### config.mk
export PLATFORM = sky130hd
export DESIGN_NAME = dsl_lock_fsm
export DESIGN_NICKNAME = d
export VERILOG_FILES = /design/src/dsl_pkg.sv /design/src/dsl_lock_fsm.sv
export SDC_FILE = /design/constraint.sdc
export NUM_CORES = 1
export LEC_CHECK = 0
export BUFFER_PORTS_ARGS = -buffer_cell sky130_fd_sc_hd__buf_2
export CAP_MARGIN = 20
export CORE_MARGIN = 4
export CORE_UTILIZATION = 51
export CTS_CLUSTER_DIAMETER = 40
export DETAILED_ROUTE_END_ITERATION = 10
export PLACE_DENSITY = 0.84
export SETUP_SLACK_MARGIN = 0.1
export SLEW_MARGIN = 10
export SYNTH_ARGS = -nofsm -noshare
export SYNTH_HDL_FRONTEND = slang
export SYNTH_SLANG_ARGS = --single-unit
### constraint.sdc
create_clock -name clock -period 5.3 [get_ports clock]
set_input_delay 0.53 -clock clock [delete_from_list [all_inputs] [get_ports clock]]
set_output_delay 0.53 -clock clock [all_outputs]
set_load 0.01 [all_outputs]
### src/dsl_pkg.sv
// Constants and types for the disk security lock state machine
// What this block does
// - Opcodes F1 set password, F2 unlock, F3 erase prepare are decoded.
// - Opcodes F4 erase unit, F5 freeze lock, F6 disable password are decoded.
// - With a user password set, enter locked at the first clock after reset and refuse media access.
// - Leave locked only on successful unlock or successful erase unit.
// - Without user password start unlocked; unlocked refuses only commands failing the password, revision or attempt-limit checks.
// - Freeze lock from unlocked enters frozen; lock-changing and password commands refused there.
// - Frozen holds until the next reset.
// - High level: correct master password also unlocks a locked device.
// - Maximum level: master unlocks only with erase unit, erasing user data.
// - Setting master password never enables lock, but master may unlock.
// - Master revision code kept, updated on change, valid 0001h to FFFEh.
// - Factory master revision code is FFFEh.
// - Setting user password enables lock; locking happens at next reset.
// - Five failed comparisons set exhausted flag; unlock and erase unit abort.
// - Failure count and exhausted flag cleared only by hard reset (rst); power_on alone leaves them.
package dsl_pkg;
  // ----------------------------------------
  // Command opcodes
  // ----------------------------------------
  localparam logic [7:0] OP_SET_PW     = 8'hf1;
  localparam logic [7:0] OP_UNLOCK     = 8'hf2;
  localparam logic [7:0] OP_ERASE_PREP = 8'hf3;
  localparam logic [7:0] OP_ERASE_UNIT = 8'hf4;
  localparam logic [7:0] OP_FREEZE     = 8'hf5;
  localparam logic [7:0] OP_DISABLE_PW = 8'hf6;
  // ----------------------------------------
  // Identify fields and counts
  // ----------------------------------------
  localparam int          ID_WORD_REV       = 92;
  localparam int          ID_WORD_SEC       = 128;
  localparam int          ID_EXHAUSTED_BIT  = 4;
  localparam logic [15:0] REV_FACTORY       = 16'hfffe;
  localparam logic [15:0] REV_MIN           = 16'h0001;
  localparam logic [15:0] REV_MAX           = 16'hfffe;
  localparam logic [2:0]  ATTEMPT_LIMIT     = 3'h5;
  typedef enum logic [1:0] {
    DSL_UNLOCKED = 2'b00,
    DSL_LOCKED   = 2'b01,
    DSL_FROZEN   = 2'b10
  } dsl_mode_e;
endpackage

### src/dsl_lock_fsm.sv
// Security mode state machine for the drive command layer
`timescale 1ns/1ps
module dsl_lock_fsm #(
  parameter logic [2:0] ATTEMPTS = dsl_pkg::ATTEMPT_LIMIT
) (
  input  wire logic        clock,
  input  wire logic        rst,
  input  wire logic        power_on,
  input  wire logic        cmd_valid,
  input  wire logic [7:0]  cmd_opcode,
  input  wire logic        cmd_is_media,
  input  wire logic        cmd_is_lock_restricted,
  input  wire logic        pw_is_master,
  input  wire logic        pw_match,
  input  wire logic        set_max_level,
  input  wire logic [15:0] set_rev_code,
  output logic             cmd_done,
  output logic             cmd_aborted,
  output logic             cmd_execute,
  output logic             erase_user_data,
  output logic [1:0]       sec_mode,
  output logic             level_max,
  output logic             user_pw_set,
  output logic             lock_enabled,
  output logic [15:0]      master_rev_code,
  output logic             attempts_exhausted_flag,
  output logic [2:0]       fail_count
);
  // ----------------------------------------
  // Retained state
  // ----------------------------------------
  dsl_pkg::dsl_mode_e mode_reg;
  logic               first_cmd_reg;

  // ----------------------------------------
  // Decode and decision signals
  // ----------------------------------------
  logic               rev_ok;
  logic               refuse;
  logic               mode_refuse;
  logic               guard_refuse;
  logic               is_set_pw;
  logic               is_unlock;
  logic               is_erase_prep;
  logic               is_erase;
  logic               is_freeze;
  logic               is_disable_pw;
  logic               is_sec_change;
  logic               pw_ok;
  logic               pw_fail;
  logic               may_unlock;
  logic               do_cmd;

  // ----------------------------------------
  // Parameter check
  // ----------------------------------------
  if (ATTEMPTS == 3'h0) begin : g_bad_attempts
    $error("ATTEMPTS must be at least one");
  end

  // ----------------------------------------
  // Opcode decode
  // ----------------------------------------
  always_comb begin
    is_set_pw     = 1'b0;
    is_unlock     = 1'b0;
    is_erase_prep = 1'b0;
    is_erase      = 1'b0;
    is_freeze     = 1'b0;
    is_disable_pw = 1'b0;
    case (cmd_opcode)
      dsl_pkg::OP_SET_PW: begin
        is_set_pw = 1'b1;
      end
      dsl_pkg::OP_UNLOCK: begin
        is_unlock = 1'b1;
      end
      dsl_pkg::OP_ERASE_PREP: begin
        is_erase_prep = 1'b1;
      end
      dsl_pkg::OP_ERASE_UNIT: begin
        is_erase = 1'b1;
      end
      dsl_pkg::OP_FREEZE: begin
        is_freeze = 1'b1;
      end
      dsl_pkg::OP_DISABLE_PW: begin
        is_disable_pw = 1'b1;
      end
      default: begin
        is_set_pw = 1'b0;
      end
    endcase
  end

  // Every password or lock command except freeze lock
  assign is_sec_change = is_set_pw || is_unlock || is_erase_prep || is_erase
                      || is_disable_pw;

  // ----------------------------------------
  // Password checks
  // ----------------------------------------
  assign rev_ok = (set_rev_code >= dsl_pkg::REV_MIN) && (set_rev_code <= dsl_pkg::REV_MAX);
  assign pw_ok = pw_match && (pw_is_master || user_pw_set);
  // Master unlock alone only at high level; erase unit always allowed
  assign may_unlock = pw_ok && (!pw_is_master || !level_max || is_erase);
  // Matching master at maximum level is refused, yet no mismatch
  assign pw_fail = (is_unlock || is_erase) && !pw_match;

  // ----------------------------------------
  // Acceptance decision
  // ----------------------------------------
  always_comb begin
    mode_refuse = 1'b0;
    case (mode_reg)
      dsl_pkg::DSL_LOCKED: begin
        mode_refuse = cmd_is_media || cmd_is_lock_restricted || is_set_pw
                   || is_disable_pw || is_freeze;
      end
      dsl_pkg::DSL_FROZEN: begin
        mode_refuse = is_sec_change;
      end
      dsl_pkg::DSL_UNLOCKED: begin
        mode_refuse = 1'b0;
      end
      default: begin
        mode_refuse = 1'b1;
      end
    endcase
  end

  // Guards that hold in every mode
  always_comb begin
    guard_refuse = 1'b0;
    if ((is_unlock || is_erase) && attempts_exhausted_flag) begin
      guard_refuse = 1'b1;
    end
    // Bad password ends as an abort
    if ((is_unlock || is_erase || is_disable_pw) && !may_unlock) begin
      guard_refuse = 1'b1;
    end
    if (is_set_pw && pw_is_master && !rev_ok) begin
      guard_refuse = 1'b1;
    end
  end

  assign refuse = mode_refuse || guard_refuse;
  assign do_cmd = cmd_valid && !refuse;

  // ----------------------------------------
  // Command answer
  // ----------------------------------------
  always_ff @(posedge clock or posedge rst) begin
    if (rst) begin
      cmd_done        <= 1'b0;
      cmd_aborted     <= 1'b0;
      cmd_execute     <= 1'b0;
      erase_user_data <= 1'b0;
    end else begin
      cmd_done        <= cmd_valid;
      cmd_aborted     <= cmd_valid && refuse;
      cmd_execute     <= do_cmd;
      erase_user_data <= do_cmd && is_erase;
    end
  end

  // ----------------------------------------
  // Mode: entered from lock enable after each reset
  // ----------------------------------------
  always_ff @(posedge clock or posedge rst) begin
    if (rst) begin
      first_cmd_reg <= 1'b1;
      mode_reg      <= dsl_pkg::DSL_UNLOCKED;
    end else if (first_cmd_reg) begin
      first_cmd_reg <= 1'b0;
      mode_reg      <= lock_enabled ? dsl_pkg::DSL_LOCKED : dsl_pkg::DSL_UNLOCKED;
    end else if (do_cmd) begin
      case (mode_reg)
        dsl_pkg::DSL_LOCKED: begin
          if (is_unlock || is_erase) begin
            mode_reg <= dsl_pkg::DSL_UNLOCKED;
          end
        end
        dsl_pkg::DSL_UNLOCKED: begin
          if (cmd_opcode == dsl_pkg::OP_FREEZE) begin
            mode_reg <= dsl_pkg::DSL_FROZEN;
          end
        end
        dsl_pkg::DSL_FROZEN: begin
          mode_reg <= dsl_pkg::DSL_FROZEN;
        end
        default: begin
          mode_reg <= dsl_pkg::DSL_LOCKED;
        end
      endcase
    end
  end

  assign sec_mode = mode_reg;

  // ----------------------------------------
  // Passwords and level, loaded at power-on and kept over reset
  // ----------------------------------------
  // User password flag
  always_ff @(posedge clock) begin
    if (power_on) begin
      user_pw_set <= 1'b0;
    end else if (do_cmd && !first_cmd_reg) begin
      if (is_set_pw && !pw_is_master) begin
        user_pw_set <= 1'b1;
      end else if (is_disable_pw || is_erase) begin
        user_pw_set <= 1'b0;
      end
    end
  end

  // Lock function follows the user password only
  always_ff @(posedge clock) begin
    if (power_on) begin
      lock_enabled <= 1'b0;
    end else if (do_cmd && !first_cmd_reg) begin
      if (is_set_pw && !pw_is_master) begin
        lock_enabled <= 1'b1;
      end else if (is_disable_pw || is_erase) begin
        lock_enabled <= 1'b0;
      end
    end
  end

  // Security level, chosen with the user password
  always_ff @(posedge clock) begin
    if (power_on) begin
      level_max <= 1'b0;
    end else if (do_cmd && !first_cmd_reg) begin
      if (is_set_pw && !pw_is_master) begin
        level_max <= set_max_level;
      end else if (is_disable_pw || is_erase) begin
        level_max <= 1'b0;
      end
    end
  end

  // Master revision code; master set never touches the lock
  always_ff @(posedge clock) begin
    if (power_on) begin
      master_rev_code <= dsl_pkg::REV_FACTORY;
    end else if (do_cmd && !first_cmd_reg) begin
      if (is_set_pw && pw_is_master) begin
        master_rev_code <= set_rev_code;
      end
    end
  end

  // ----------------------------------------
  // Failed attempt counting
  // ----------------------------------------
  // Counter stops once the flag is up
  always_ff @(posedge clock or posedge rst) begin
    if (rst) begin
      fail_count <= 3'h0;
    end else if (cmd_valid && pw_fail && !attempts_exhausted_flag
                 && mode_reg != dsl_pkg::DSL_FROZEN) begin
      fail_count <= fail_count + 3'h1;
    end
  end

  // Exhausted flag, raised with the last counted mismatch
  always_ff @(posedge clock or posedge rst) begin
    if (rst) begin
      attempts_exhausted_flag <= 1'b0;
    end else if (cmd_valid && pw_fail && !attempts_exhausted_flag
                 && mode_reg != dsl_pkg::DSL_FROZEN
                 && (fail_count + 3'h1) == ATTEMPTS) begin
      attempts_exhausted_flag <= 1'b1;
    end
  end
endmodule

Yosys cells after proc, flatten, opt, wreduce, memory -nomap -nowiden

Cells that the tools add are included.

Bits in registers: 29

$add $sub $neg: 1
Equal/unequal tests: 12
Multiplexer cells: 19
Reductions and logical operators: 46
Magnitude comparators: 2

Operator list:

| operator               | count |
|---|---|
| $eq A8 B8 Y1 const B   | 6 |
| $logic_and A1 B1 Y1    | 17 |
| $ge A16 B1 Y1 const B  | 1 |
| $le A16 B16 Y1 const B | 1 |
| $logic_or A1 B1 Y1     | 15 |
| $mux W1                | 13 |
| $logic_not A1 Y1       | 8 |
| $mux W2                | 4 |
| $ne A3 B3 Y1 const B   | 2 |
| $pmux W2 S3            | 1 |
| $reduce_and A2 Y1      | 2 |
| $reduce_bool A2 Y1     | 2 |
| $add A3 B1 Y3 const B  | 1 |
| $eq A3 B3 Y1 const B   | 1 |
| $pmux W1 S3            | 1 |
| $reduce_and A3 Y1      | 1 |
| $eq A2 B1 Y1 const B   | 1 |
| $eq A2 B2 Y1 const B   | 1 |
| $logic_not A2 Y1       | 1 |
| $ne A2 B2 Y1 const B   | 1 |

Logic depth before layout (Yosys ltp)

Gate-level depths: netlist of run 1.

Depth after elaboration: 13
Depth in mapped cells: 9
Gate-level depth less buffers: 6

Least setup slack after synthesis of run 1

OpenSTA, ideal clock, no wires.

Kind: input-to-reg
From: in cmd_opcode[6]
To: reg master_rev_code[1]
Required time: 5.180 ns
Cell stages on the path: 8
Library setup time: 0.120 ns
Arrival: 2.013 ns
Setup slack: 3.167 ns
Cells stage by stage: nand4_1 or2_1 buf_6 o41ai_2 nor4_2 buf_6 buf_8 a211o_1

Cells in the longest elaborated chain, start to end: 13
Elaborated cells between the ends (all ways): 37

Ends and longest elaborated chain:

| what                          | RTL line            | RTL |
|---|---|---|
| start: declaration            | dsl_lock_fsm.sv:10  | `input wire logic [7:0] cmd_opcode,` |
| $eq A8 B8 Y1                  | dsl_lock_fsm.sv:71  | `case (cmd_opcode)` |
| $mux W1                       | dsl_lock_fsm.sv:71  |  |
| $logic_or A1 B1 Y1            | dsl_lock_fsm.sv:106 | `assign may_unlock = pw_ok && (!pw_is_master \|\| !level_max \|\| is_erase);` |
| $logic_and A1 B1 Y1           | dsl_lock_fsm.sv:106 |  |
| $logic_not A1 Y1              | dsl_lock_fsm.sv:139 | `if ((is_unlock \|\| is_erase \|\| is_disable_pw) && !may_unlock) begin` |
| $logic_and A1 B1 Y1           | dsl_lock_fsm.sv:139 |  |
| $mux W1                       | dsl_lock_fsm.sv:139 |  |
| $mux W1                       | dsl_lock_fsm.sv:142 | `if (is_set_pw && pw_is_master && !rev_ok) begin` |
| $logic_or A1 B1 Y1            | dsl_lock_fsm.sv:147 | `assign refuse = mode_refuse \|\| guard_refuse;` |
| $logic_not A1 Y1              | dsl_lock_fsm.sv:148 | `assign do_cmd = cmd_valid && !refuse;` |
| $logic_and A1 B1 Y1           | dsl_lock_fsm.sv:148 |  |
| $logic_and A1 B1 Y1           | dsl_lock_fsm.sv:247 | `end else if (do_cmd && !first_cmd_reg) begin` |
| $reduce_and A2 Y1 (no line) * | --                  |  |
| end signal: assignment        | dsl_lock_fsm.sv:246 | `master_rev_code <= dsl_pkg::REV_FACTORY;` |
| end signal: assignment        | dsl_lock_fsm.sv:249 | `master_rev_code <= set_rev_code;` |
| end: declaration              | dsl_lock_fsm.sv:25  | `output logic [15:0] master_rev_code,` |

Mark *: on every way between the ends. The rest lies on a longest branch, timed or not.
A chain may end at the register's enable or synchronous reset.

Final worst setup path of run 1

From: reg mode_reg[1] (netlist: sec_mode[1])
To: reg master_rev_code[11]

Cells in the longest elaborated chain, start to end: 7
Elaborated cells between the ends (all ways): 9

Ends and longest elaborated chain:

| what                                       | RTL line            | RTL |
|---|---|---|
| start: declaration                         | dsl_lock_fsm.sv:32  | `dsl_pkg::dsl_mode_e mode_reg;` |
| start signal: assignment                   | dsl_lock_fsm.sv:173 | `mode_reg <= dsl_pkg::DSL_UNLOCKED;` |
| start signal: assignment                   | dsl_lock_fsm.sv:176 | `mode_reg <= lock_enabled ? dsl_pkg::DSL_LOCKED : dsl_pkg::DSL_UNLOCKED;` |
| start signal: assignment                   | dsl_lock_fsm.sv:181 | `mode_reg <= dsl_pkg::DSL_UNLOCKED;` |
| $eq A2 B2 Y1, or another cell as far along | dsl_lock_fsm.sv:115 | `case (mode_reg)` |
| $pmux W1 S3 *                              | dsl_lock_fsm.sv:115 |  |
| $logic_or A1 B1 Y1 *                       | dsl_lock_fsm.sv:147 |  |
| $logic_not A1 Y1 *                         | dsl_lock_fsm.sv:148 |  |
| $logic_and A1 B1 Y1 *                      | dsl_lock_fsm.sv:148 |  |
| $logic_and A1 B1 Y1 *                      | dsl_lock_fsm.sv:247 |  |
| $reduce_and A2 Y1 (no line) *              | --                  |  |

Marks and branches as above.

==> results of run 1 <==
-- power by group --
| group | leakage [µW] | internal (µW) | switching (µW) |
|---|---|---|---|
| Sequential | 0.000282 | 223 | 2.92 |
| Combinational | 0.000438 | 20.0 | 26.3 |
| Clock | 0.0000293 | 51.6 | 71.4 |
| Total | 0.000749 | 294 | 101 |
-- final cells by class --
type                            instances  area, µm²
Inverter                                6       22.5
Tap cell                               31       38.8
Multi-Input combinational cell        101        748
Sequential cell                        29        637
Timing Repair Buffer                   62        313
Fill cell                             235        948
Clock inverter                          1       5.00
Clock buffer                            7       45.0
-- critical path, delay by kind of cell, from the launching register on --
kind                   cells  cell delay [ns]
buffers and inverters      1             0.33
DFF                        1             0.43
AOI/OAI and AO/OA          3             0.67
and+or+nand+nor            3             0.61
-- stage by stage --
stage          power, µW  std cells  utilization, %
2_1_floorplan        254        147               -
3_3_place_gp         275        229            63.8
3_5_place_dp         277        229            63.8
4_1_cts              399        237            65.6
5_1_grt              415        237            65.6
6_report             395        237            65.6
-- routing by layer --
layer / track usage (%) / vias up / wire length (µm)
met3: 5.17 / 4 / 310
met2: 32.1 / 55 / 1640
met4: 10.6 / 0 / 35
li1: - / 650 / -
met1: 21.4 / 600 / 1370
met5: 0 / - / 0
-- worst paths after layout --
check / to / slack [ns] / cells after the start
max: master_rev_code[11] / 3.15 / 7
min: cmd_aborted / 0.17 / 2
max reg2reg: master_rev_code[11] / 3.15 / 7
min reg2reg: level_max / 0.49 / 2
max in group asynchronous: first_cmd_reg / 4.81 / 2
min in group clock: cmd_done / 0.36 / 1
-- cell families (layout without fill, tap and decap cells) --
logic type      count (synthesis)  after routing  synth area share [%]
compound gates                 30             30                  18.4
xor+xnor                        4              4                  2.37
fa+ha+maj                       2              2                  1.69
buf+inv                        17             76                  6.86
flops                          29             29                  43.1
mux                             4              4                  2.79
other cells                     1              1                 0.254
simple gates                   60             60                  24.6
-- cells in the final DEF, fill, tap and decap left out, types with 5 or more instances in the layout --
master / n
a211o_1: 16
buf_2: 61
clkbuf_4: 5
dfrtp_1: 10
dfxtp_1: 18
inv_1: 6
nand2_1: 7
nand4_1: 6
nor2b_1: 15
nor3_1: 6
nor4_1: 6
==> impl_metrics.json, run 1 <==
{
  "grt_usage_pct": 19.0,
  "synth_edf_count": 0,
  "setup_viol": 0,
  "root_buffer": "clkbuf_4",
  "die_x_um": 61.8,
  "netlist_instances": 147,
  "synth_warnings": 0,
  "synthArstFlopShare_pct": 37.9,
  "critPathKind": "reg2reg",
  "drc": 0,
  "worst_pin_slew_ns": 0.607,
  "grt_max_degree": 32,
  "fin_area_um2": 1810,
  "post-dp-hpwl_um": 2690,
  "drive_gt1_share_pct": 36.9,
  "fmax_mhz": 465,
  "clockBufferDepth": 2,
  "crit_arrival_ns": 2.36,
  "synth_common_cells": "dfxtp_1, a211o_1, nor2b_1",
  "final_hold_viol_count": 0,
  "finalCritPeriodShare_pct": 40.6,
  "fin_nets": 240,
  "fin_setup_tns_ns": 0,
  "drv_cap": 0,
  "firstDrtPassIters": 4,
  "final_antenna_net_count": 0,
  "synth.distinct_cells": 44,
  "worst_setup_path_end_kind": "flip-flop",
  "regMostFlops": "master_rev_code",
  "peakVddDrop_uv": 189,
  "port_buffers": 61,
  "wl_per_cell_um": 14.2,
  "grt_pass1_vias": 1230,
  "syn_nets": 182,
  "cts_hold_buf": 0,
  "dieHeight_um": 61.8,
  "hold_path.class": "in2async",
  "layout_setup_ws_ns": 3.15,
  "grt.overflow.total": 0,
  "status": "completed",
  "grt_pass1_wl_um": 5260,
  "io_pins": 62,
  "drtIter0Drc": 74,
  "holdWs_ns": 0.175,
  "critPathMaxStageDelay_ns": 0.43,
  "antenna_found_initial": 0,
  "syn_area_per_cell_um2": 10.1,
  "maxSlewViolCount": 0,
  "p_per_area_nw_per_um2": 218,
  "largest_reg_flops": 16,
  "cp_slowest_cell": "dfrtp_1",
  "reg2reg_from": "sec_mode[1]",
  "area_growth_pct": 22.4,
  "rsz0062_at_grt": "false",
  "clock_latency_ns": 0.32,
  "cts_resized": 0,
  "n_antenna_cell": 0,
  "vias": 1309,
  "pre_cts_ws_ns": 2.85,
  "fin_crit_ns": 2.15,
  "netlist.area_leader.share_pct": 24.4,
  "die-area_um2": 3820,
  "critPathMaxFanout": 31,
  "postCtsSetupBuffers": 0,
  "syn_area_um2": 1480,
  "std_cell_rows": 19,
  "yosys.area.top_type": "dfxtp_1",
  "cts.sinks": 29,
  "crit_path_start": "sec_mode[1]",
  "cts_tree": "built",
  "cts_buffers": 5,
  "wirelength_um": 3350,
  "cp_cell_sequence": "nor2b_1 -> a21boi_0 -> o41ai_2 -> nor4_4 -> buf_4 -> and2b_1 -> a211o_1",
  "core_um2": 2760,
  "slew_headroom_pct": 59.2,
  "initial_core_util_pct": 53.6,
  "cts_max_level": 2,
  "synth_seq_cells": 29,
  "viasPerCell": 5.52,
  "yosysMostFrequentCell": "dfxtp_1",
  "yosys_most_used_dff": "dfxtp_1",
  "p_leak_uw": 0.000749,
  "place_congestion": 0.860,
  "critPathRequiredTime_ns": 5.51,
  "critPathLaunchType": "flip-flop",
  "clkTransAtPathRegs_ns": 0.09,
  "synthTopCellsByArea": "dfxtp_1, dfrtp_1, a211o_1",
  "synth-seq-area-share_pct": 43.1,
  "finClkSkew_ns": 0.0105,
  "place_area_um2": 1760
}
Power figures use the tool's default switching activity.
==> run 2: changes to the inputs <==
--- a/config.mk
+++ b/config.mk
@@ -5,13 +5,14 @@
 export SDC_FILE = /design/constraint.sdc
 export NUM_CORES = 1
 export LEC_CHECK = 0
+export ABC_AREA = 1
 export BUFFER_PORTS_ARGS = -buffer_cell sky130_fd_sc_hd__buf_2
 export CAP_MARGIN = 20
 export CORE_MARGIN = 4
-export CORE_UTILIZATION = 51
+export CORE_UTILIZATION = 44
 export CTS_CLUSTER_DIAMETER = 40
 export DETAILED_ROUTE_END_ITERATION = 10
-export PLACE_DENSITY = 0.84
+export PLACE_DENSITY = 0.76
 export SETUP_SLACK_MARGIN = 0.1
 export SLEW_MARGIN = 10
 export SYNTH_ARGS = -nofsm -noshare
==> constraint.sdc (replaced) <==
create_clock -name clock -period 1.8 [get_ports clock]
set_input_delay 0.18 -clock clock [delete_from_list [all_inputs] [get_ports clock]]
set_output_delay 0.18 -clock clock [all_outputs]
set_load 0.01 [all_outputs]
==> run 2 against run 1 <==
  * Sequential share of layout area down 3.7 points
  * Highest routed layer unchanged
  * Combinational power grew to 3.2 times the previous value
  * Largest cell class unchanged
  * Power rose to 3.0 times the previous value
  * Critical path type unchanged
  * Sequential power rose to 2.9 times the previous value
  * Register-to-register slack got worse by 2.9 ns
  * Setup slack got worse by 2.9 ns
==> impl_metrics.json, run 2 <==
{
  "p_leak_uw": 0.00110,
  "initial_core_util_pct": 46.7,
  "finClkSkew_ns": 0.00426,
  "yosys.area_share.adder_pct": 1.57,
  "root_buffer": "clkbuf_4",
  "wl_per_cell_um": 11.3,
  "cts_resized": 0,
  "wirelength_um": 3790,
  "viasPerCell": 4.78,
  "synthMuxAreaShare_pct": 0.706,
  "synth.distinct_cells": 27,
  "cts.sinks": 29,
  "core_um2": 3420,
  "reg2reg_from": "lock_enabled",
  "multiInputGateArea_um2": 848,
  "post-dp-hpwl_um": 2960,
  "final_hold_viol_count": 0,
  "io_pins": 62,
  "cts_tree": "built",
  "synth_edf_count": 0,
  "antenna_found_initial": 0,
  "yosys_most_used_dff": "dfxtp_1",
  "rr_worst_depth": 9,
  "critPathRequiredTime_ns": 2.00,
  "grt.overflow.total": 0,
  "rsz0062_at_grt": "true",
  "grt_usage_pct": 17.4,
  "hold_end": "lock_enabled",
  "place_congestion": 0.846,
  "seqCellArea_um2": 637,
  "synthTopCellsByArea": "dfxtp_1, dfrtp_1, nand2_1",
  "final_antenna_net_count": 0,
  "finalCritPeriodShare_pct": 88.8,
  "synth-simple-area-share_pct": 45.5,
  "maxSlewViolCount": 0,
  "critPathMaxFanout": 8,
  "std_cell_rows": 21,
  "netlist.area_leader.share_pct": 22.6,
  "fin_crit_ns": 1.60,
  "dieHeight_um": 68.2,
  "yosys.area.top_type": "dfxtp_1",
  "r2r-end": "master_rev_code[8]",
  "crit_top_cell": "nand2_1",
  "critPathMaxStageDelay_ns": 0.38,
  "yosys.area_share.xor_xnor_pct": 1.10,
  "area_growth_pct": 26.7,
  "yosysMostFrequentCell": "nand2_1",
  "die_x_um": 68.2,
  "grt_pass1_vias": 1518,
  "final_cell_mix": "buf_2, nand2_1, nand3_1",
  "synthArstFlopShare_pct": 37.9,
  "postCtsSetupBuffers": 0,
  "largest_reg_flops": 16,
  "fmax_mhz": 626,
  "critPathKind": "reg2reg",
  "syn_nets": 256,
  "netlist_instances": 221,
  "drc": 0,
  "cp_num_buf_inv": 1,
  "hold_start": "power_on",
  "clock_latency_ns": 0.33,
  "cts_buffers": 5,
  "drv_cap": 0,
  "crit_path_start": "lock_enabled",
  "nFillCells": 332,
  "synth_compound_gate_area_share_pct": 3.29,
  "clkTransAtPathRegs_ns": 0.09,
  "die-area_um2": 4650,
  "hold_path.class": "in2reg",
  "peakVddDrop_uv": 382,
  "cts_max_level": 2,
  "synth_seq_cells": 29,
  "grt_max_degree": 18,
  "power_uw": 1190,
  "firstDrtPassIters": 4,
  "fin_nets": 324,
  "n_antenna_cell": 0,
  "drive_gt1_share_pct": 31.4,
  "port_buffers": 61,
  "synth_common_cells": "nand2_1, nand3_1, nor2_1",
  "critPathLaunchType": "flip-flop",
  "fin_setup_tns_ns": 0,
  "synth-seq-area-share_pct": 39.9,
  "worst_setup_path_end_kind": "flip-flop",
  "crit_family": "simple AND/OR/NAND/NOR gates",
  "pre_cts_ws_ns": 0.0563,
  "syn_area_per_cell_um2": 7.22,
  "vias": 1606,
  "cp_cell_sequence": "inv_1 -> a21oi_1 -> nand2_1 -> nand2_2 -> nand3_4 -> nor2_8 -> nand4_2 -> nand2_1 -> nand3_1",
  "crit_arrival_ns": 1.80,
  "synth_top_family_by_area": "simple AND/OR/NAND/NOR gates",
  "mostFrequentLayoutCell": "buf_2",
  "p_per_area_nw_per_um2": 589,
  "layout_setup_ws_ns": 0.202,
  "grt_pass1_wl_um": 6090,
  "whs_path_depth": 2,
  "regMostFlops": "master_rev_code",
  "setup_viol": 0,
  "ff2ff_setup_slack_ns": 0.20,
  "clockBufferDepth": 2,
  "syn_area_um2": 1600,
  "synth_warnings": 0,
  "cp_slowest_cell": "dfxtp_1",
  "drtIter0Drc": 94,
  "status": "completed"
}
run 2: per-layer routing:
metal,vias up,routed length (µm),global-route usage [%]
met4,0,57,8.19
li1,846,-,-
met1,700,1630,20.1
met5,-,0,0
met2,54,1830,29.4
met3,6,272,4.93
run 2: what timing repair did:
action | 4_1_cts | 5_1_grt
hold endpoints to repair | 10 | 0
hold buffers | 1 | 0
setup endpoints to repair | 0 | 5
run 2: metrics by stage:
stage | cell area [µm²] | utilization, % | std cells | hold WS [ns]
final | 2020 | 59.2 | 336 | 0.0168
after global routing | 2020 | 59.2 | 336 | 0.0196
after CTS | 2010 | 58.8 | 335 | 0.00240
after detailed placement | 1950 | 57.0 | 326 | 0.190
after global placement | 1950 | 57.0 | 326 | 0.183
after floorplan | 1600 | - | 221 | 0.0317
run 2: worst max path at each step:
stage,cells after the start,endpoint
2_1_floorplan,10,master_rev_code[15]
3_3_place_gp,11,master_rev_code[0]
3_5_place_dp,11,master_rev_code[0]
4_1_cts,9,master_rev_code[0]
5_1_grt,10,lock_enabled
6_report,9,master_rev_code[8]
run 2: final cells by class:
| class | count | area share (%) |
|---|---|---|
| Timing Repair Buffer | 65 | 16.7 |
| Inverter | 24 | 4.46 |
| Tap cell | 46 | 2.85 |
| Sequential cell | 29 | 31.5 |
| Clock inverter | 2 | 0.495 |
| Multi-Input combinational cell | 164 | 42.0 |
| Clock buffer | 6 | 2.04 |
run 2: cells by family after synthesis:
logic type,after synthesis
XOR/XNOR,2
AO/OA/AOI/OAI,10
adder cells (fa/ha/maj),2
other,1
multiplexers,1
AND/OR/NAND/NOR,147
flip-flops,29
buffers and inverters,29
run 2: report_power, final:
| part | switching (µW) | internal (µW) |
|---|---|---|
| logic | 93.5 | 56.4 |
| clock network | 230 | 148 |
| registers | 7.70 | 654 |
==> run 3: changes to the inputs <==
--- a/config.mk
+++ b/config.mk
@@ -9,10 +9,10 @@
 export BUFFER_PORTS_ARGS = -buffer_cell sky130_fd_sc_hd__buf_2
 export CAP_MARGIN = 20
 export CORE_MARGIN = 4
-export CORE_UTILIZATION = 44
+export CORE_UTILIZATION = 48
 export CTS_CLUSTER_DIAMETER = 40
 export DETAILED_ROUTE_END_ITERATION = 10
-export PLACE_DENSITY = 0.76
+export PLACE_DENSITY = 0.79
 export SETUP_SLACK_MARGIN = 0.1
 export SLEW_MARGIN = 10
 export SYNTH_ARGS = -nofsm -noshare
==> constraint.sdc (replaced) <==
create_clock -name clock -period 1.7 [get_ports clock]
set_input_delay 0.17 -clock clock [delete_from_list [all_inputs] [get_ports clock]]
set_output_delay 0.17 -clock clock [all_outputs]
set_load 0.01 [all_outputs]
==> run 3 against run 2 <==
  * First-iteration DRC count is 23% lower
  * Die area decreased by 7.4%
  * Combinational power increased by 30%
  * Global-route usage grew 2.5 points
  * Sequential power increased by 6.2%
  * Critical path type unchanged
  * Sequential cell count unchanged
  * Sequential share of layout area decreased by 2.3 points
  * Setup slack lost 0.12 ns
==> impl_metrics.json, run 3 (synthesized netlist as in run 2, its figures left out) <==
{
  "setup_viol": 0,
  "grtUsageMet3_pct": 6.15,
  "status": "completed",
  "cts.sinks": 29,
  "area_growth_pct": 37.0,
  "utilization_pct": 69.9,
  "wirelength_um": 4270,
  "die-area_um2": 4310,
  "crit_arrival_ns": 1.88,
  "wl_per_cell_um": 12.5,
  "cp_slowest_cell": "dfxtp_2",
  "final_hold_viol_count": 0,
  "cp_cell_sequence": "inv_2 -> a21oi_2 -> nand2_1 -> nand2_2 -> nand3_4 -> nor2_8 -> nand2_8 -> nor2_4 -> buf_12 -> nand3_2 -> nand3_1",
  "clkTransAtPathRegs_ns": 0.09,
  "rsz0062_at_grt": "true",
  "holdWs_ns": 0.0958,
  "drc": 0,
  "cts_tree": "built",
  "p_per_area_nw_per_um2": 594,
  "layout_setup_ws_ns": 0.0846,
  "vias": 1725,
  "critical_path_depth": 11,
  "stdcell_count": 342,
  "regMostFlops": "master_rev_code",
  "n_antenna_cell": 0,
  "viasPerCell": 5.04,
  "grt_pass1_vias": 1571,
  "cts_max_level": 2,
  "largest_reg_flops": 16,
  "final_cell_mix": "buf_2, nand2_1, nor2_1",
  "worst_pin_slew_ns": 0.527,
  "worst_setup_path_end_kind": "flip-flop",
  "use_met1_pct": 23.5,
  "crit_path_start": "lock_enabled",
  "reg2reg_from": "lock_enabled",
  "fmax_mhz": 619,
  "root_buffer": "clkbuf_4",
  "grt_pass1_wl_um": 6690,
  "cts_buffers": 5,
  "pre_cts_ws_ns": -0.0381,
  "maxSlewViolCount": 0,
  "rr_worst_depth": 11,
  "slew_headroom_pct": 64.8,
  "mostFrequentLayoutCell": "buf_2",
  "p_leak_uw": 0.00113,
  "clockBufferDepth": 2,
  "io_pins": 62,
  "final_antenna_net_count": 0,
  "finClkSkew_ns": 0.00723,
  "dieHeight_um": 65.7,
  "place_congestion": 0.924,
  "power_uw": 1300,
  "grt_max_degree": 17,
  "port_buffers": 61,
  "critPathLaunchType": "flip-flop",
  "hold_start": "set_rev_code[6]",
  "grt.overflow.total": 0,
  "firstDrtPassIters": 4,
  "clock_latency_ns": 0.33,
  "peakVddDrop_uv": 395,
  "post-dp-hpwl_um": 3040,
  "critPathMaxStageDelay_ns": 0.36,
  "std_cell_rows": 20,
  "dp.cells": 325,
  "antenna_found_initial": 0,
  "use_met2_pct": 33.7,
  "cp_num_buf_inv": 2,
  "die_x_um": 65.7,
  "grt-busiest-layer": "met2",
  "core_um2": 3130,
  "fin_crit_ns": 1.62,
  "whs_path_depth": 3,
  "finalCritPeriodShare_pct": 95.0,
  "nFillCells": 259,
  "critPathRequiredTime_ns": 1.97,
  "critPathMaxFanout": 8,
  "crit_family": "simple AND/OR/NAND/NOR gates",
  "drtIter0Drc": 72,
  "initial_core_util_pct": 51.0,
  "fin_nets": 332,
  "drive_gt1_share_pct": 38.9,
  "critPathKind": "reg2reg",
  "drv_cap": 0,
  "hold_path.class": "in2reg",
  "grt_usage_pct": 19.9
}
## run 3: cell count changes in the layout (fill, tap and decap cells not counted), sizes merged
cell,change
buf,+6
clkbuf,+2
clkinv,-2
dlygate4sd3,+1
nor2,+1
## run 3: path summary, 6_finish.rpt
check,to,slack [ns]
min in group asynchronous,fail_count[2],0.37
hold reg to reg,master_rev_code[12],0.48
setup reg to reg,master_rev_code[14],0.08
max in group asynchronous,first_cmd_reg,1.00
setup / recovery,master_rev_code[14],0.08
hold / removal,master_rev_code[6],0.1
## run 3: metrics by stage
step                      instance area [µm²]  setup TNS, ns
final                                    2190              0
after global routing                     2190              0
after CTS                                2040              0
after detailed placement                 1950        -0.0381
after global placement                   1950              0
after floorplan                          1600              0
## run 3: tightest hold or removal path, cell delays in order
cell,delay (ns)
buf_2,0.11
nand3_2,0.07
nand3_1,0.05
## run 3: where the power goes
| part | internal [µW] | switching (µW) | total (µW) |
|---|---|---|---|
| Clock | 165 | 236 | 401 |
| Combinational | 77.4 | 118 | 195 |
| Sequential | 692 | 10.8 | 703 |
| Total | 934 | 365 | 1300 |
## run 3: timing repair
action | CTS | global route
pin swaps | 0 | 6
buffers inserted | 0 | 5
gates resized for setup | 1 | 22
endpoints found under the hold margin | 10 | 1
hold buffers | 1 | 1
endpoints found under the setup margin | 15 | 19
gates cloned | 2 | 0
## run 3: per-layer routing
| metal | part of all wire, % | vias to the layer above |
|---|---|---|
| met2 | 49 | 75 |
| met5 | 0 | - |
| met1 | 41 | 779 |
| met3 | 7.8 | 9 |
| li1 | - | 862 |
| met4 | 2.1 | 0 |
## run 3: final cells by class
cell class	instances	area [µm²]	area share [%]
well taps	44	55.1	2.52
multi-input cells	165	948	43.4
flip-flops and latches	29	638	29.2
inverters	24	90.1	4.12
repair buffers	72	405	18.5
clock buffers	8	48.8	2.23
